[config.mk]
export PLATFORM = sky130hd
export DESIGN_NAME = pfm3_top
export DESIGN_NICKNAME = d
export VERILOG_FILES = /design/src/design/pfm3_pkg.sv /design/src/design/pfm3_sel_if.sv /design/src/design/pfm3_regs.sv /design/src/design/pfm3_top.sv
export SDC_FILE = /design/constraint.sdc
export NUM_CORES = 1
export LEC_CHECK = 0
export BUFFER_PORTS_ARGS = -buffer_cell sky130_fd_sc_hd__buf_2
export CORE_ASPECT_RATIO = 0.8
export CORE_MARGIN = 2
export CORE_UTILIZATION = 51
export CTS_BUF_LIST = sky130_fd_sc_hd__clkbuf_8
export DETAILED_ROUTE_END_ITERATION = 10
export MAX_ROUTING_LAYER = met4
export PLACE_DENSITY_LB_ADDON = 0.12
export SETUP_SLACK_MARGIN = 0.5
export SLEW_MARGIN = 20
export SYNTH_ARGS = -nofsm -noshare
export SYNTH_HDL_FRONTEND = slang
export SYNTH_SLANG_ARGS = --single-unit
[constraint.sdc]
create_clock -name i_clock -period 3.3 [get_ports i_clock]
set_input_delay 0.66 -clock i_clock [delete_from_list [all_inputs] [get_ports i_clock]]
set_output_delay 0.66 -clock i_clock [all_outputs]
set_load 0.01 [all_outputs]
[src/design/pfm3_pkg.sv]
// package: register map, field positions and routing codes for the pin function mux bank three
//------------------------------------------------------------------------------
//------------------------------------------------------------------------------
package pfm3_pkg;
   localparam logic [15:0] PFM3_ADDR_SEL1 = 16'h7F3D;
   localparam logic [15:0] PFM3_ADDR_SEL2 = 16'h7F40;
   localparam logic [15:0] PFM3_ADDR_SEL3 = 16'h7F30;
   localparam logic [15:0] PFM3_ADDR_DIR_LO = 16'h7F18;
   localparam logic [15:0] PFM3_ADDR_DIR_HI = 16'h7F1B;
   localparam logic [7:0] PFM3_RESET_SEL = 8'h00;
   localparam logic [7:0] PFM3_RESET_DIR = 8'h00;
   // register 3 field positions
   localparam int PFM3_B_TACH1 = 7;
   localparam int PFM3_B_KEYBOARD_RESET_OUT = 6;
   localparam int PFM3_B_TACH2 = 5;
   localparam int PFM3_B_ALLOC_HI = 4;
   localparam int PFM3_B_ALLOC_LO = 3;
   localparam int PFM3_B_SMI_PIN = 2;
   localparam int PFM3_B_SCAN13 = 1;
   // other registers
   localparam int PFM3_B_FLOPPY = 5;
   localparam int PFM3_B_SCAN_PAIR = 0;
   localparam int PFM3_B_SMI_MASK = 3;
   localparam int PFM3_B_DIR_IO4 = 4;
   localparam int PFM3_B_DIR_IO5 = 5;
   // direction bits for general I/O 11..14 in the 0x7F1B byte
   localparam int PFM3_B_DIR_IO11 = 3;
   localparam int PFM3_NUM_BUS_PINS = 4;

   typedef enum logic [1:0] {
      PFM3_ALLOC_NONE = 2'b00,
      PFM3_ALLOC_ONE_PAIR = 2'b01,
      PFM3_ALLOC_TWO_PAIRS = 2'b10,
      PFM3_ALLOC_RESERVED = 2'b11
   } pfm3_alloc_t;

   // output 5 pin function
   typedef enum logic [1:0] {
      PFM3_GENERAL_OUTPUT_5_GENERAL,
      PFM3_GENERAL_OUTPUT_5_KEYBOARD_RESET_OUT,
      PFM3_GENERAL_OUTPUT_5_FLOPPY
   } pfm3_general_output_5_t;
endpackage

[src/design/pfm3_sel_if.sv]
// interface: select bits and raw select and direction bytes passed from the register file to the router
`timescale 1ns/1ps
interface pfm3_sel_if;
   logic [7:0] sel3;
   logic floppy_sel;
   logic scan_pair_sel;
   logic smi_mask;
   logic [7:0] dir_lo;
   logic [7:0] dir_hi;
   modport regs (output sel3, output floppy_sel, output scan_pair_sel, output smi_mask,
      output dir_lo, output dir_hi);
   modport route (input sel3, input floppy_sel, input scan_pair_sel, input smi_mask,
      input dir_lo, input dir_hi);
endinterface

[src/design/pfm3_regs.sv]
// module: controller-side select and direction registers
`timescale 1ns/1ps
module pfm3_regs (
   input wire logic i_clock,
   input wire logic i_rst,
   input wire logic i_wr,
   input wire logic [15:0] i_addr,
   input wire logic [7:0] i_wdata,
   input wire logic i_smi_mask,
   pfm3_sel_if.regs sel
);
   import pfm3_pkg::*;

   logic [7:0] sel1_r, sel1_nxt;
   logic [7:0] sel2_r, sel2_nxt;
   logic [7:0] sel3_r, sel3_nxt;
   logic [7:0] dlo_r, dlo_nxt;
   logic [7:0] dhi_r, dhi_nxt;

   //------------------------------------------------------------------------
   // write decode
   //------------------------------------------------------------------------
   always_comb begin
      sel1_nxt = sel1_r;
      sel2_nxt = sel2_r;
      sel3_nxt = sel3_r;
      dlo_nxt = dlo_r;
      dhi_nxt = dhi_r;
      if (i_wr && i_addr == PFM3_ADDR_SEL3) begin
         sel3_nxt = i_wdata;
      end else if (i_wr && i_addr == PFM3_ADDR_SEL1) begin
         sel1_nxt = i_wdata;
      end else if (i_wr && i_addr == PFM3_ADDR_SEL2) begin
         sel2_nxt = i_wdata;
      end else if (i_wr && i_addr == PFM3_ADDR_DIR_LO) begin
         dlo_nxt = i_wdata;
      end else if (i_wr && i_addr == PFM3_ADDR_DIR_HI) begin
         dhi_nxt = i_wdata;
      end
   end

   always_ff @(posedge i_clock or posedge i_rst) begin
      if (i_rst) begin
         sel1_r <= PFM3_RESET_SEL;
         sel2_r <= PFM3_RESET_SEL;
         sel3_r <= PFM3_RESET_SEL;
         dlo_r <= PFM3_RESET_DIR;
         dhi_r <= PFM3_RESET_DIR;
      end else begin
         sel1_r <= sel1_nxt;
         sel2_r <= sel2_nxt;
         sel3_r <= sel3_nxt;
         dlo_r <= dlo_nxt;
         dhi_r <= dhi_nxt;
      end
   end

   // levels to the router; mask lives in the mailbox, so it is passed through
   assign sel.sel3 = sel3_r;
   assign sel.floppy_sel = sel1_r[PFM3_B_FLOPPY];
   assign sel.scan_pair_sel = sel2_r[PFM3_B_SCAN_PAIR];
   assign sel.smi_mask = i_smi_mask;
   assign sel.dir_lo = dlo_r;
   assign sel.dir_hi = dhi_r;
endmodule

[src/design/pfm3_top.sv]
// module: top of pin function mux bank three, register 3 read-back and pin routing
`timescale 1ns/1ps
module pfm3_top (
   input wire logic i_clock,
   input wire logic i_rst,
   // controller register port
   input wire logic i_wr,
   input wire logic i_rd,
   input wire logic [15:0] i_addr,
   input wire logic [7:0] i_wdata,
   output logic [7:0] o_rdata,
   // mailbox 97h mask bit level
   input wire logic i_smi_mask,
   // core-side sources
   input wire logic i_gpio4_out,
   input wire logic i_gpio5_out,
   input wire logic i_scan_out_14,
   input wire logic i_scan_out_15,
   input wire logic i_scan_out_13,
   input wire logic i_general_output_5,
   input wire logic i_general_output_6,
   input wire logic i_general_output_7,
   input wire logic i_keyboard_reset_out,
   input wire logic i_floppy_drive_sel_1_n,
   input wire logic i_floppy_motor_1_n,
   input wire logic i_sys_mgmt_irq_n,
   input wire logic i_general_io_18_out,
   input wire logic i_general_io_18_oe,
   input wire logic i_dma_ack_2_n,
   input wire logic [3:0] i_gpio11_14_out,
   input wire logic [3:0] i_bus2_out,
   // pad inputs
   input wire logic i_pad_gpio15,
   input wire logic i_pad_gpio16,
   input wire logic [3:0] i_pad_bus,
   // pad drives
   output logic o_pad_gpio4,
   output logic o_pad_gpio4_oe,
   output logic o_pad_gpio5,
   output logic o_pad_gpio5_oe,
   output logic o_pad_general_output_5,
   output logic o_pad_general_output_6,
   output logic o_pad_general_output_7,
   output logic o_pad_general_output_7_oe,
   output logic o_pad_scan13,
   output logic o_pad_scan13_oe,
   output logic o_pad_general_io_18,
   output logic o_pad_general_io_18_oe,
   output logic [3:0] o_pad_bus,
   output logic [3:0] o_pad_bus_oe,
   // routed inputs to core
   output logic o_fan_speed_in_1,
   output logic o_fan_speed_in_2,
   output logic o_gpio15_in,
   output logic o_gpio16_in,
   output logic [3:0] o_bus2_in,
   output logic [3:0] o_gpio11_14_in,
   // SMI path
   output logic o_serial_smi_n,
   output logic o_slot3_irq2_avail
);
   import pfm3_pkg::*;

   pfm3_sel_if sel ();

   pfm3_regs u_regs (
      .i_clock(i_clock),
      .i_rst(i_rst),
      .i_wr(i_wr),
      .i_addr(i_addr),
      .i_wdata(i_wdata),
      .i_smi_mask(i_smi_mask),
      .sel(sel.regs)
   );

   // decoded fields
   logic tach1, keyboard_reset_out, tach2, smi_pin, scan13, masked;
   pfm3_alloc_t alloc;
   pfm3_general_output_5_t general_output_5_mode;
   logic [3:0] bus_use;
   logic [3:0] bus_dir;

   //------------------------------------------------------------------------
   // field decode
   //------------------------------------------------------------------------
   always_comb begin
      tach1 = sel.sel3[PFM3_B_TACH1];
      keyboard_reset_out = sel.sel3[PFM3_B_KEYBOARD_RESET_OUT];
      tach2 = sel.sel3[PFM3_B_TACH2];
      smi_pin = sel.sel3[PFM3_B_SMI_PIN];
      scan13 = sel.sel3[PFM3_B_SCAN13];
      masked = sel.smi_mask;
      alloc = pfm3_alloc_t'({sel.sel3[PFM3_B_ALLOC_HI], sel.sel3[PFM3_B_ALLOC_LO]});
      // D0 deliberately left out of every decode, reserved
   end

   //------------------------------------------------------------------------
   // output 5 and secondary bus pin decode
   //------------------------------------------------------------------------
   always_comb begin
      if (sel.floppy_sel) begin
         general_output_5_mode = PFM3_GENERAL_OUTPUT_5_FLOPPY;
      end else if (keyboard_reset_out) begin
         general_output_5_mode = PFM3_GENERAL_OUTPUT_5_KEYBOARD_RESET_OUT;
      end else begin
         general_output_5_mode = PFM3_GENERAL_OUTPUT_5_GENERAL;
      end
      // reserved allocation hands every pin back to general I/O
      case (alloc)
         PFM3_ALLOC_ONE_PAIR: bus_use = 4'b0011;
         PFM3_ALLOC_TWO_PAIRS: bus_use = 4'b1111;
         default: bus_use = 4'b0000;
      endcase
      bus_dir = sel.dir_hi[PFM3_B_DIR_IO11 -: PFM3_NUM_BUS_PINS];
   end

   // next values of every output flop
   logic [7:0] rdata_nxt;
   logic p4_nxt, p4oe_nxt, p5_nxt, p5oe_nxt, o5_nxt, o6_nxt, o7_nxt, o7oe_nxt;
   logic s13_nxt, s13oe_nxt, g18_nxt, g18oe_nxt;
   logic t1_nxt, t2_nxt, g15_nxt, g16_nxt, ssmi_nxt, irq2_nxt;
   logic [3:0] pb_nxt, pboe_nxt, b2in_nxt, gin_nxt;

   //------------------------------------------------------------------------
   // register 3 read-back decode
   //------------------------------------------------------------------------
   always_comb begin
      rdata_nxt = 8'h00;
      if (i_rd && i_addr == PFM3_ADDR_SEL3) begin
         rdata_nxt = sel.sel3;
      end
   end

   //------------------------------------------------------------------------
   // general I/O 4/5 pins
   //------------------------------------------------------------------------
   always_comb begin
      // general I/O 4/5 or scan 14/15
      if (sel.scan_pair_sel) begin
         p4_nxt = i_scan_out_14;
         p5_nxt = i_scan_out_15;
      end else begin
         p4_nxt = i_gpio4_out;
         p5_nxt = i_gpio5_out;
      end
      p4oe_nxt = sel.dir_lo[PFM3_B_DIR_IO4];
      p5oe_nxt = sel.dir_lo[PFM3_B_DIR_IO5];
   end

   //------------------------------------------------------------------------
   // general I/O 15/16 pins
   //------------------------------------------------------------------------
   always_comb begin
      // fan tach inputs
      t1_nxt = tach1 ? i_pad_gpio15 : 1'b0;
      g15_nxt = tach1 ? 1'b0 : i_pad_gpio15;
      t2_nxt = tach2 ? i_pad_gpio16 : 1'b0;
      g16_nxt = tach2 ? 1'b0 : i_pad_gpio16;
   end

   //------------------------------------------------------------------------
   // output 5 and 6 pins
   //------------------------------------------------------------------------
   always_comb begin
      // output 5 and 6
      case (general_output_5_mode)
         PFM3_GENERAL_OUTPUT_5_FLOPPY: o5_nxt = i_floppy_drive_sel_1_n;
         PFM3_GENERAL_OUTPUT_5_KEYBOARD_RESET_OUT: o5_nxt = i_keyboard_reset_out;
         default: o5_nxt = i_general_output_5;
      endcase
      o6_nxt = sel.floppy_sel ? i_floppy_motor_1_n : i_general_output_6;
   end

   //------------------------------------------------------------------------
   // output 7 pin and SMI path
   //------------------------------------------------------------------------
   always_comb begin
      // SMI: pin open-drain, or serial slot 3 when unmasked
      if (smi_pin) begin
         o7_nxt = 1'b0;
         o7oe_nxt = !masked && !i_sys_mgmt_irq_n;
      end else begin
         o7_nxt = i_general_output_7;
         o7oe_nxt = 1'b1;
      end
      ssmi_nxt = (smi_pin || masked) ? 1'b1 : i_sys_mgmt_irq_n;
      irq2_nxt = smi_pin || masked;
   end

   //------------------------------------------------------------------------
   // scan 13 and general I/O 18 pins
   //------------------------------------------------------------------------
   always_comb begin
      // scan 13 pin and general I/O 18 pin share the one bit
      if (scan13) begin
         s13_nxt = i_general_io_18_out;
         s13oe_nxt = i_general_io_18_oe;
         g18_nxt = i_dma_ack_2_n;
         g18oe_nxt = 1'b1;
      end else begin
         s13_nxt = i_scan_out_13;
         s13oe_nxt = 1'b1;
         g18_nxt = i_general_io_18_out;
         g18oe_nxt = i_general_io_18_oe;
      end
   end

   // per-pin secondary bus routing; direction bits gate the drivers
   genvar gi;
   generate
      for (gi = 0; gi < PFM3_NUM_BUS_PINS; gi++) begin : g_bus
         always_comb begin
            pb_nxt[gi] = bus_use[gi] ? i_bus2_out[gi] : i_gpio11_14_out[gi];
            pboe_nxt[gi] = bus_dir[gi];
            b2in_nxt[gi] = bus_use[gi] ? i_pad_bus[gi] : 1'b1;
            gin_nxt[gi] = bus_use[gi] ? 1'b0 : i_pad_bus[gi];
         end
      end
   endgenerate

   //------------------------------------------------------------------------
   // registered read data
   //------------------------------------------------------------------------
   // read data stands one cycle, then falls back to zero
   always_ff @(posedge i_clock or posedge i_rst) begin
      if (i_rst) begin
         o_rdata <= 8'h00;
      end else begin
         o_rdata <= rdata_nxt;
      end
   end

   //------------------------------------------------------------------------
   // registered output pin drives
   //------------------------------------------------------------------------
   // all outputs registered: routing follows one cycle after the write flop
   always_ff @(posedge i_clock or posedge i_rst) begin
      if (i_rst) begin
         o_pad_gpio4 <= 1'b0;
         o_pad_gpio4_oe <= 1'b0;
         o_pad_gpio5 <= 1'b0;
         o_pad_gpio5_oe <= 1'b0;
         o_pad_general_output_5 <= 1'b0;
         o_pad_general_output_6 <= 1'b0;
         o_pad_general_output_7 <= 1'b0;
         o_pad_general_output_7_oe <= 1'b0;
      end else begin
         o_pad_gpio4 <= p4_nxt;
         o_pad_gpio4_oe <= p4oe_nxt;
         o_pad_gpio5 <= p5_nxt;
         o_pad_gpio5_oe <= p5oe_nxt;
         o_pad_general_output_5 <= o5_nxt;
         o_pad_general_output_6 <= o6_nxt;
         o_pad_general_output_7 <= o7_nxt;
         o_pad_general_output_7_oe <= o7oe_nxt;
      end
   end

   //------------------------------------------------------------------------
   // registered shared pin drives
   //------------------------------------------------------------------------
   // drivers are released in reset; the scan 13 pin drives again from the first edge after release
   always_ff @(posedge i_clock or posedge i_rst) begin
      if (i_rst) begin
         o_pad_scan13 <= 1'b0;
         o_pad_scan13_oe <= 1'b0;
         o_pad_general_io_18 <= 1'b0;
         o_pad_general_io_18_oe <= 1'b0;
         o_pad_bus <= 4'h0;
         o_pad_bus_oe <= 4'h0;
      end else begin
         o_pad_scan13 <= s13_nxt;
         o_pad_scan13_oe <= s13oe_nxt;
         o_pad_general_io_18 <= g18_nxt;
         o_pad_general_io_18_oe <= g18oe_nxt;
         o_pad_bus <= pb_nxt;
         o_pad_bus_oe <= pboe_nxt;
      end
   end

   //------------------------------------------------------------------------
   // registered inputs handed to the core
   //------------------------------------------------------------------------
   // bus inputs idle high so the bus controller sees released lines
   always_ff @(posedge i_clock or posedge i_rst) begin
      if (i_rst) begin
         o_fan_speed_in_1 <= 1'b0;
         o_fan_speed_in_2 <= 1'b0;
         o_gpio15_in <= 1'b0;
         o_gpio16_in <= 1'b0;
         o_bus2_in <= 4'hF;
         o_gpio11_14_in <= 4'h0;
      end else begin
         o_fan_speed_in_1 <= t1_nxt;
         o_fan_speed_in_2 <= t2_nxt;
         o_gpio15_in <= g15_nxt;
         o_gpio16_in <= g16_nxt;
         o_bus2_in <= b2in_nxt;
         o_gpio11_14_in <= gin_nxt;
      end
   end

   //------------------------------------------------------------------------
   // registered serial slot 3 state
   //------------------------------------------------------------------------
   // serial SMI idles inactive so reset never reports a false SMI
   always_ff @(posedge i_clock or posedge i_rst) begin
      if (i_rst) begin
         o_serial_smi_n <= 1'b1;
         o_slot3_irq2_avail <= 1'b0;
      end else begin
         o_serial_smi_n <= ssmi_nxt;
         o_slot3_irq2_avail <= irq2_nxt;
      end
   end
endmodule

# ---- Word-level counts from Yosys, hierarchy flattened
# Index checks and enable logic that the tools add are counted.
# Widths: inputs -> output; s select.
dict set report totals {
  ff_bits 67
  output_inout_bits 42
  inputBits 58
}
dict set report op_classes {
  reduce_logical 14
  n_eq_ne 9
  muxes 31
  bitwise 4
}
# cell n
set ops {}
lappend ops {{$eq 16x15->1 const B} 5}
lappend ops {{$mux 1} 27}
lappend ops {{$mux 8} 1}
lappend ops {{$pmux 4 s2} 1}
lappend ops {{$logic_and 1x1->1} 7}
lappend ops {{$reduce_and 5->1} 1}
lappend ops {{$eq 2x1->1 const B} 2}
lappend ops {{$eq 2x2->1 const B} 2}
lappend ops {{$not 1->1} 4}
lappend ops {{$reduce_and 4->1} 1}
lappend ops {{$reduce_and 3->1} 1}
lappend ops {{$logic_not 1->1} 2}
lappend ops {{$mux 2} 1}
lappend ops {{$pmux 1 s2} 1}
lappend ops {{$reduce_and 2->1} 1}
lappend ops {{$logic_or 1x1->1} 1}

# ---- Logic depth before layout (Yosys ltp)
# Gate-level depths: netlist of the first run.
dict set report depth {
  ltp_word 4
  depth_mapped 4
  depth_no_buf 4
}

# ---- Cells and area by module
# From an unflattened synthesis of the first run, not the netlist that was laid out.
dict set report unflattened {
  cells_unflattened 173
  hier_area_um2 2606.2
}
# module cells_per_inst instances area_per_inst_um2
set by_module_without_submodules {}
lappend by_module_without_submodules {pfm3_top 99 1 1457.6}
lappend by_module_without_submodules {pfm3_regs 74 1 1148.6}

# ---- Worst setup path after synthesis of the first run
# OpenSTA, ideal clock, no wires.
dict set report synth_timing {
  path_type {input port to flip-flop}
  from {in i_addr[15]}
  to {reg u_regs.sel3_r[0] (netlist: u_regs.sel.sel3[0])}
  setup_ns 0.125
  setup_slack_ns 1.355
  arrival_time_ns 1.820
  stages 4
  path_buffers 0
  path_cell_list {nand2b_1 > nor4_4 > nand3_1 > mux2_2}
}
dict set report synth_between {
  elab_chain_len 2
}
# item line_no
set synth_rtl {}
lappend synth_rtl {{start, declared} pfm3_top.sv:9} ;# input wire logic [15:0] i_addr,
lappend synth_rtl {{$eq 16x15->1} pfm3_regs.sv:29} ;# if (i_wr && i_addr == PFM3_ADDR_SEL3) begin
lappend synth_rtl {{$logic_and 1x1->1} pfm3_regs.sv:29}
lappend synth_rtl {{end signal, assigned} pfm3_regs.sv:52} ;# sel3_r <= sel3_nxt;
lappend synth_rtl {{end, declared} pfm3_regs.sv:16} ;# logic [7:0] sel3_r, sel3_nxt;
# Every way passes these cells.
# A chain may end at the register's enable or synchronous reset.

# ---- Final worst setup path of the first run
dict set report layout_timing {
  from {in i_addr[15]}
  to {reg u_regs.sel3_r[6] (netlist: u_regs.sel.sel3[6])}
}
# Same word-level chain as after synthesis.

==> reports/qor.txt, run 1 <==
min cycle time layout: 2.01 ns
Leak: 1.50 nW
routed wire length: 3790 microns
Synth Area in Adders: 0.595%
drt pass-1 iters: 4
root buf cell: clkbuf_8
total track usage: 18.6%
post-synthesis mux area share: 13.9%
initial antenna violation count: 0
IO buf count: 99
number of fill cells: 266
Synth Area in Simple Gates: 15.5%
area post-placement: 0.00268 sq mm
GRT met1 Usage: 19.8%
Hold Crit Class: reg -> reg
Final Max Tran Viols: 0
area occupied by multi-input gates: 639 sq um
Die Height: 61.5 microns
Initial DRC Count: 55
Final Util: 73.5%
FF+latch count, synth: 58
Fin Clk Skew: 0.00641 ns
grt total ovfl: 0
Setup crit end kind: flip-flop
Worst-path clk slew: 0.06 ns
Worst-Skew Late Latency: 0.33 ns
Hold Violations, Final: 0
# rows: 20
Die X-Extent: 75.8 microns
CTS sink cnt: 58
worst-path fanout max: 8
die area: 0.00466 sq mm
period utilization: 60.9%
Least-Margin Pin Slew: 0.691 ns
IO Pins: 100
fin area: 0.00285 sq mm
RSZ-0062 raised after global routing: false
post-synthesis sequential area ratio: 69.3%
Syn Area/Cell: 15.6 sq um
Initial Util: 54.3%
Slew headroom: 53.9%
postcts setup bufs: 0
Synth Area in XOR/XNOR: 0%
Highest Clock Rate: 0.498 GHz
gr busiest metal: met2
Worst setup SP type: input port
largest family of logic cells by synthesized area: simple AND/OR/NAND/NOR gates
number of routed nets with antenna violations: 0
Hold Buf Count CTS: 0
fin nets: 305
PostCTS Resize Cnt: 0
Synth Area in Compound Gates: 0.476%
DR DRC count: 0
core area: 0.00388 sq mm
setup TNS: 0 ns
TritonCTS clock tree: built
routability cong.: 0.689
DR WL/cell: 12.4 microns
post-place setup slack: 1.01 ns
Synth-to-Final Area Change: 35.5%
max-cap viol count: 0
CTS buffer count: 9
Mapped Cells: 135
YS warnings: 0
diode count: 0
area taken by flip-flops and latches: 0.00146 sq mm
Crit path required time: 3.51 ns
share of layout cells above drive strength 1: 60.2%
met2 Resource Use GR: 30.4%
Mapped Area: 0.00210 sq mm
Clock Tree Buf Depth: 2
final worst slack: 1.29 ns
largest net degree at the start of global routing: 59
Synth cell types: 22
status: complete, no violations
Peak VDD IR: 0.294 mV
DR vias: 1408
CP arrival: 2.22 ns
Pwr per Cell Area: 480 mW/mm^2
# setup viols final: 0
syn_nets: 194
crit path kind: in -> reg
vias in the first global route: 1322
CTS H-tree depth: 3
via-per-instance ratio: 4.60
first-pass GRT wire length: 5780 microns
met3 Resource Use GR: 8.51%
==> layer usage <==
layer | up-vias | wire length (microns)
met5 | - | 0
met4 | 0 | 27
met3 | 4 | 301
met2 | 60 | 1930
met1 | 656 | 1530
li1 | 688 | -
==> cells by family (layout without fill, tap and decap cells) <==
logic type	Yosys count	in the layout
adders and majority gates	1	1
and+or+nand+nor	46	46
muxes	26	26
DFF	58	58
AOI/OAI and AO/OA	2	2
buffers and inverters	2	118
==> Yosys cell counts <==
master	instances	area share, %
and4b_1	1	0.48
ha_1	1	0.59
nand2b_1	4	1.2
or3_1	1	0.30
dfstp_2	5	6.2
and2_1	13	3.9
nor2_1	1	0.18
nor2b_1	6	1.8
nor4_4	2	2.0
or3b_1	1	0.42
mux2i_1	1	0.48
nand3_1	4	0.95
nor4bb_1	2	0.95
inv_1	2	0.36
mux2_2	25	13
nor4_2	1	0.59
o21ai_0	2	0.48
dfrtp_1	53	63
and3_1	1	0.30
nand2_1	2	0.36
nand4_1	3	0.89
or2_2	4	1.2
==> registers in the layout, indices dropped and copies added, names as in the netlist, 2 cells and up <==
| register | flops |
|---|---|
| u_regs.sel.sel3 | 8 |
| o_bus2_in | 4 |
| o_gpio11_14_in | 4 |
| u_regs.sel.dir_lo | 2 |
| o_rdata | 8 |
| o_pad_bus | 4 |
| u_regs.sel.dir_hi | 4 |
| o_pad_bus_oe | 4 |
==> power breakdown <==
part           internal, mW  switching (mW)
sequential            0.725         0.00251
combinational        0.0446          0.0447
clock                 0.303           0.249
total                  1.07           0.296
==> final timing paths <==
| kind | cells after the start | start | slack (ns) | to |
|---|---|---|---|---|
| worst max-delay path | 5 | i_addr[15] | 1.29 | u_regs.sel.sel3[6] |
| worst min-delay path | 0 | u_regs.sel.dir_lo[5] | 0.37 | o_pad_gpio5_oe |
| worst max register to register | 2 | u_regs.sel.sel3[4] | 2.07 | o_pad_bus[1] |
| worst min register to register | 0 | u_regs.sel.dir_lo[5] | 0.37 | o_pad_gpio5_oe |
| max in group asynchronous | 3 | i_rst | 2.32 | o_slot3_irq2_avail |
| min in group asynchronous | 3 | i_rst | 0.52 | o_fan_speed_in_1 |
==> placed cells by master, fill, tap and decap left out, drive strengths merged, types with 2 or more instances in the layout <==
master / count
nor2b: 6
mux2: 25
nand3: 4
dfrtp: 53
and2: 13
nand4: 3
nor4bb: 2
clkbuf: 11
nand2b: 4
nor4: 3
o21ai: 2
buf: 100
dfstp: 5
or2: 4
inv: 5
nand2: 2
==> cell type report <==
type / count / area share [%]
sequential: 58 / 51.1
multi-input combinational: 75 / 22.4
timing repair buffer: 100 / 17.6
clock buffer: 11 / 5.31
tap: 55 / 2.41
clock inverter: 5 / 0.834
inverter: 2 / 0.263
==> critical path: stages <==
cell	delay, ns
buf_2	0.09
nand2b_1	0.21
nor4_4	0.38
nand3_1	0.44
mux2_2	0.42
==> through the flow <==
step	std cells	power, mW	hold WS, ns
after floorplan	135	0.775	0.349
after global placement	290	0.828	0.353
after detailed placement	290	0.831	0.362
after CTS	306	1.39	0.368
after global routing	306	1.43	0.387
final	306	1.37	0.373
No activity file was read; power rests on OpenSTA's default activity.
==> run 2: changes to the inputs <==
--- a/config.mk
+++ b/config.mk
@@ -5,10 +5,11 @@
 export SDC_FILE = /design/constraint.sdc
 export NUM_CORES = 1
 export LEC_CHECK = 0
+export ABC_AREA = 1
 export BUFFER_PORTS_ARGS = -buffer_cell sky130_fd_sc_hd__buf_2
 export CORE_ASPECT_RATIO = 0.8
 export CORE_MARGIN = 2
-export CORE_UTILIZATION = 51
+export CORE_UTILIZATION = 49
 export CTS_BUF_LIST = sky130_fd_sc_hd__clkbuf_8
 export DETAILED_ROUTE_END_ITERATION = 10
 export MAX_ROUTING_LAYER = met4
==> constraint.sdc (replaced) <==
create_clock -name i_clock -period 2.05 [get_ports i_clock]
set_input_delay 0.41 -clock i_clock [delete_from_list [all_inputs] [get_ports i_clock]]
set_output_delay 0.41 -clock i_clock [all_outputs]
set_load 0.01 [all_outputs]
==> run 2 against run 1 <==
First-iteration DRC count rose by 47%. Clock skew barely moved. Clock power rose by 63%. Critical endpoint is now o_bus2_in[1]. Highest routed layer unchanged.
==> reports/qor.txt, run 2 <==
Highest Clock Rate: 0.733 GHz
number of fill cells: 385 (+45%)
Die X-Extent: 80.7 microns (+6.4%)
Synth area leaders: dfrtp_1, nand2_1, dfstp_2
Reg-to-Reg Start: u_regs.sel.sel3[3]
Least-Margin Pin Slew: 0.523 ns (-0.169 ns)
DR DRC count: 0 (unchanged)
CTS sink cnt: 58 (unchanged)
Mapped Area: 0.00230 sq mm (+9.5%)
Slew headroom: 65.1% (+11 points)
root buf cell: clkbuf_8
IO Pins: 100 (unchanged)
first-pass GRT wire length: 7620 microns (+32%)
crit path cell chain: buf_2
Post-synth EDFFs: 0 (unchanged)
Inst Count DP: 385 (+33%)
IO buf count: 99 (unchanged)
buffers and inverters on the worst path: 1 (unchanged)
Initial Util: 50.7% (-3.5 points)
share of the synthesized area in the top cell type: 57.6% (-5.4 points)
core area: 0.00454 sq mm (+17%)
drt pass-1 iters: 6 (+2)
post-synthesis async set-or-reset flop share: 100% (unchanged)
Hold Violations, Final: 0 (unchanged)
most common cell after layout, fill and taps aside: buf_2
syn_nets: 287 (+48%)
number of routed nets with antenna violations: 0 (unchanged)
TritonCTS clock tree: built
fin nets: 395 (+30%)
Worst setup SP type: flip-flop
count leader, synth: nand2_1
CTS H-tree depth: 3 (unchanged)
PostCTS Resize Cnt: 0 (unchanged)
status: complete, no violations
# setup viols final: 0 (unchanged)
CP top delay family: flip-flops
Synth-to-Final Area Change: 31.8%
routability cong.: 0.835 (+21%)
# rows: 22 (+10%)
total track usage: 20.1% (+1.5 points)
Final Util: 66.9% (-6.7 points)
Mapped Cells: 228 (+69%)
Initial DRC Count: 81 (+47%)
area post-placement: 0.00286 sq mm (+6.9%)
crit path kind: reg -> out
RSZ-0062 raised after global routing: false
Pwr per Cell Area: 736 mW/mm^2 (+53%)
die area: 0.00527 sq mm (+13%)
Peak VDD IR: 0.519 mV (+76%)
post-synthesis sequential area ratio: 63.3% (-6.0 points)
non-filler cells, final: 401 (+31%)
period utilization: 66.6%
Synth cell types: 23 (+4.5%)
DR vias: 1806 (+28%)
CP arrival: 0.95 ns (-1.27 ns)
YS warnings: 0 (unchanged)
FF+latch count, synth: 58 (unchanged)
slowest CP cell: dfstp_2
setup TNS: 0 ns (unchanged)
Clock Tree Buf Depth: 2 (unchanged)
Final Max Tran Viols: 0 (unchanged)
Largest stage delay, worst path: 0.51 ns (+0.07 ns)
Syn Area/Cell: 10.1 sq um (-35%)
Leak: 1.70 nW (+13%)
min cycle time layout: 1.36 ns
largest net degree at the start of global routing: 36 (-39%)
Worst-Skew Late Latency: 0.32 ns (about the same)
Worst-path clk slew: 0.06 ns (about the same)
worst-path fanout max: 1 (-7)
R2R depth: 3 (+1)
HPWL after DPL: 3300 microns
Fin Clk Skew: 0.00606 ns (-0.000351 ns)
fin area: 0.00304 sq mm (+6.5%)
grt total ovfl: 0 (unchanged)
max-cap viol count: 0 (unchanged)
RR Endpoint: o_pad_bus[2]
Crit path required time: 1.64 ns (-1.87 ns)
most frequent cells in the layout: buf_2, nand2_1, dfrtp_1, inv_1, nor2_1
Synth area leader: dfrtp_1
Hold WS: 0.120 ns (-0.252 ns)
diode count: 0 (unchanged)
Synth top cells by count: nand2_1, dfrtp_1, inv_1, nor2_1, nand4_1
Post-synth top flop: dfrtp_1
postcts setup bufs: 0 (unchanged)
Hold Buf Count CTS: 0 (unchanged)
initial antenna violation count: 0 (unchanged)
R2R setup slack: 0.86 ns (-1.21 ns)
DR WL/cell: 10.9 microns (-12%)
share of layout cells above drive strength 1: 42.2% (-18 points)
routed wire length: 4380 microns (+16%)
via-per-instance ratio: 4.50 (-2.1%)
Die Height: 65.3 microns (+6.3%)
Setup crit end kind: primary output
CTS buffer count: 9 (unchanged)
Hold Crit Class: in -> async
vias in the first global route: 1738 (+31%)
## run 2: layout make-up
| type | instances | area, sq um | area share [%] |
|---|---|---|---|
| clock buffer | 11 | 151 | 4.99 |
| clock inverter | 5 | 23.8 | 0.783 |
| inverter | 29 | 113 | 3.71 |
| multi-input combinational | 138 | 701 | 23.1 |
| sequential | 58 | 1460 | 48.0 |
| tap | 60 | 75.1 | 2.47 |
| timing repair buffer | 100 | 515 | 17.0 |
## run 2: metrics by stage
stage / setup WS (ns) / power [mW]
2_1_floorplan: 0.897 / 1.26
3_3_place_gp: 0.640 / 1.36
3_5_place_dp: 0.607 / 1.36
6_report: 0.685 / 2.24
4_1_cts: 0.663 / 2.27
5_1_grt: 0.637 / 2.34
## run 2: where the power goes
group / switching, mW / internal [mW] / leakage, nW / total (mW)
clock: 0.410 / 0.489 / 0.0991 / 0.899
combinational: 0.0929 / 0.0738 / 0.865 / 0.167
sequential: 0.00419 / 1.17 / 0.739 / 1.17
## run 2: cells by family (layout without fill, tap and decap cells)
kind of cell	after synthesis	in the layout	share of synthesized area, %
AND/OR/NAND/NOR	130	130	26.9
flip-flops	58	58	63.3
buffers and inverters	32	145	6.30
multiplexers	5	5	2.44
AO/OA/AOI/OAI	2	2	0.543
adder cells (fa/ha/maj)	1	1	0.543
## run 2: how the worst max path moves through the flow
stage | to | cells after the start | slack, ns | start
after floorplan | u_regs.sel.dir_hi[0] | 6 | 0.90 | i_addr[7]
after global placement | u_regs.sel.sel3[3] | 9 | 0.64 | i_addr[15]
after detailed placement | u_regs.sel.sel3[3] | 9 | 0.61 | i_addr[15]
after CTS | o_bus2_in[1] | 1 | 0.66 | o_bus2_in[1]
after global routing | o_bus2_in[1] | 1 | 0.64 | o_bus2_in[1]
final | o_bus2_in[1] | 1 | 0.69 | o_bus2_in[1]
## run 2: worst register-to-register path: stages (launching register included)
cell	delay, ns
dfrtp_1	0.37
inv_1	0.07
ha_1	0.27
mux2_2	0.36
## run 2: metal layers
| metal | global-route usage [%] | part of all wire (%) |
|---|---|---|
| met3 | 9.62 | 9.3 |
| met5 | - | 0 |
| met4 | 5.08 | 0.64 |
| met2 | 29.8 | 43 |
| met1 | 25.1 | 47 |
==> run 3: changes to the inputs <==
--- a/config.mk
+++ b/config.mk
@@ -9,7 +9,7 @@
 export BUFFER_PORTS_ARGS = -buffer_cell sky130_fd_sc_hd__buf_2
 export CORE_ASPECT_RATIO = 0.8
 export CORE_MARGIN = 2
-export CORE_UTILIZATION = 49
+export CORE_UTILIZATION = 44
 export CTS_BUF_LIST = sky130_fd_sc_hd__clkbuf_8
 export DETAILED_ROUTE_END_ITERATION = 10
 export MAX_ROUTING_LAYER = met4
==> constraint.sdc (replaced) <==
create_clock -name i_clock -period 1.1 [get_ports i_clock]
set_input_delay 0.22 -clock i_clock [delete_from_list [all_inputs] [get_ports i_clock]]
set_output_delay 0.22 -clock i_clock [all_outputs]
set_load 0.01 [all_outputs]
==> run 3 against run 2 <==
The flow now finishes with violations (hold timing, setup timing). Total power rose by 98%. Sequential share of layout area fell by 8.5 points. Sequential power rose by 86%. Via count rose by 6.4%. Flip-flop and latch count did not move. Global-route usage fell by 1.3 points. Utilization rose by 6.6 points. Die area rose by 11%. Critical path type unchanged.
==> reports/qor.txt, run 3 (synthesis results as in run 2) <==
Inst Count DP: 395 (+2.6%)
Highest Clock Rate: 0.840 GHz
Pwr per Cell Area: 1200 mW/mm^2 (+63%)
period utilization: 108%
Tot Pwr: 4.43 mW (+98%)
Worst-path clk slew: 0.07 ns (about the same)
root buf cell: clkbuf_8
largest net degree at the start of global routing: 59 (+64%)
Synth-to-Final Area Change: 60.5%
Crit path required time: 0.88 ns (-0.76 ns)
Worst setup SP type: flip-flop
via-per-instance ratio: 4.53 (+0.65%)
status: finished with violations
min cycle time layout: 1.19 ns
Hold WS: -0.0398 ns (-0.160 ns)
Final Max Tran Viols: 0 (unchanged)
drt pass-1 iters: 4 (-2)
Largest stage delay, worst path: 0.54 ns (+0.03 ns)
RSZ-0062 raised after global routing: true
share of layout cells above drive strength 1: 60.8% (+19 points)
Hold Violations, Final: 53 (+53)
non-filler cells, final: 424 (+5.7%)
DR WL/cell: 12.1 microns (+10%)
DR DRC count: 0 (unchanged)
Die X-Extent: 84.9 microns (+5.3%)
number of fill cells: 358 (-7.0%)
routed wire length: 5110 microns (+17%)
initial antenna violation count: 0 (unchanged)
post-place setup slack: -0.123 ns (-0.730 ns)
die area: 0.00583 sq mm (+11%)
Slew headroom: 79.9% (+15 points)
first-pass GRT wire length: 8070 microns (+5.9%)
setup TNS: -0.346 ns (-0.346 ns)
diode count: 0 (unchanged)
CTS H-tree depth: 3 (unchanged)
vias in the first global route: 1785 (+2.7%)
Die Height: 68.7 microns (+5.2%)
Peak VDD IR: 0.894 mV (+72%)
DR vias: 1922 (+6.4%)
crit path kind: reg -> out
TritonCTS clock tree: built
Initial Util: 45.7% (-5.0 points)
crit path cell chain: buf_6
max-cap viol count: 0 (unchanged)
CP arrival: 0.97 ns (+0.02 ns)
core area: 0.00504 sq mm (+11%)
most common cell after layout, fill and taps aside: buf_2
# rows: 23 (+4.5%)
IO buf count: 99 (unchanged)
worst-path fanout max: 1 (unchanged)
final worst slack: -0.0902 ns (-0.775 ns)
Clock Tree Buf Depth: 2 (unchanged)
most frequent cells in the layout: buf_2, dfrtp_1, nand2_1, buf_6, nand2_2
Fin Clk Skew: 0.00937 ns (+0.00331 ns)
number of routed nets with antenna violations: 0 (unchanged)
Least-Margin Pin Slew: 0.300 ns (-0.222 ns)
Initial DRC Count: 95 (+17%)
CTS sink cnt: 58 (unchanged)
routability cong.: 0.825 (-1.2%)
fin nets: 416 (+5.3%)
Hold Crit Class: in -> async
CTS buffer count: 9 (unchanged)
failing checks: hold timing, setup timing
Worst-Skew Late Latency: 0.33 ns (about the same)
total track usage: 18.8% (-1.3 points)
IO Pins: 100 (unchanged)
Leak: 1.93 nW (+14%)
slowest CP cell: dfstp_2
# setup viols final: 5 (+5)
CP top delay family: flip-flops
HPWL after DPL: 3520 microns (+6.5%)
Setup crit end kind: primary output
buffers and inverters on the worst path: 1 (unchanged)
grt total ovfl: 0 (unchanged)
==> run 3: cell count changes in the layout (fill, tap and decap cells not counted), sizes merged <==
| cell | previous run | this run |
|---|---|---|
| clkinvlp | 2 | 1 |
| clkinv | 1 | 6 |
| bufinv | 0 | 1 |
| clkbuf | 11 | 9 |
| inv | 31 | 28 |
| buf | 100 | 121 |
==> run 3: stage by stage <==
stage | instance area [sq um] | utilization (%)
final | 3700 | 73.4
after global routing | 3700 | 73.4
after CTS | 3440 | 68.3
after detailed placement | 3050 | 60.5
after global placement | 3050 | 60.5
after floorplan | 2410 | -
==> run 3: layer usage <==
metal / wire length [microns] / track usage [%] / vias to the layer above
li1: - / - / 970
met1: 2100 / 22.9 / 872
met2: 2550 / 28.8 / 71
met3: 348 / 5.71 / 9
met4: 107 / 9.52 / 0
met5: 0 / - / -
==> run 3: area by class of cell <==
| type | instances | area [sq um] | area share, % |
|---|---|---|---|
| flip-flops and latches | 58 | 1460 | 39.5 |
| multi-input cells | 138 | 962 | 26.0 |
| repair buffers | 121 | 878 | 23.8 |
| inverters | 29 | 133 | 3.59 |
| clock buffers | 9 | 124 | 3.35 |
| well taps | 62 | 77.6 | 2.10 |
| clock inverters | 7 | 62.6 | 1.69 |
==> run 3: final timing paths <==
path / startpoint / endpoint / slack (ns) / cells after the start
max reg2reg: u_regs.sel.sel3[3] / o_pad_bus[3] / 0.07 / 3
min reg2reg: u_regs.sel.dir_lo[4] / o_pad_gpio4_oe / 0.40 / 0
min: i_rst / o_pad_general_output_7 / -0.04 / 3
max: o_bus2_in[3] / o_bus2_in[3] / -0.09 / 1
max in group asynchronous: i_rst / o_bus2_in[0] / 0.84 / 3
min in group i_clock: i_sys_mgmt_irq_n / o_pad_general_output_7_oe / 0.07 / 2
==> run 3: timing repair <==
action,in CTS,in global routing
gates cloned,1,0
resized for setup,34,62
pin swaps,18,33
setup endpoints to repair,92,94
buffers inserted,6,6
hold endpoints to repair,53,13
==> run 3: where the power goes <==
part	switching, mW	total [mW]	leakage (nW)	internal [mW]
clock network	0.806	1.83	0.104	1.02
logic	0.215	0.420	1.09	0.204
registers	0.00807	2.18	0.735	2.17
total	1.03	4.43	1.93	3.40
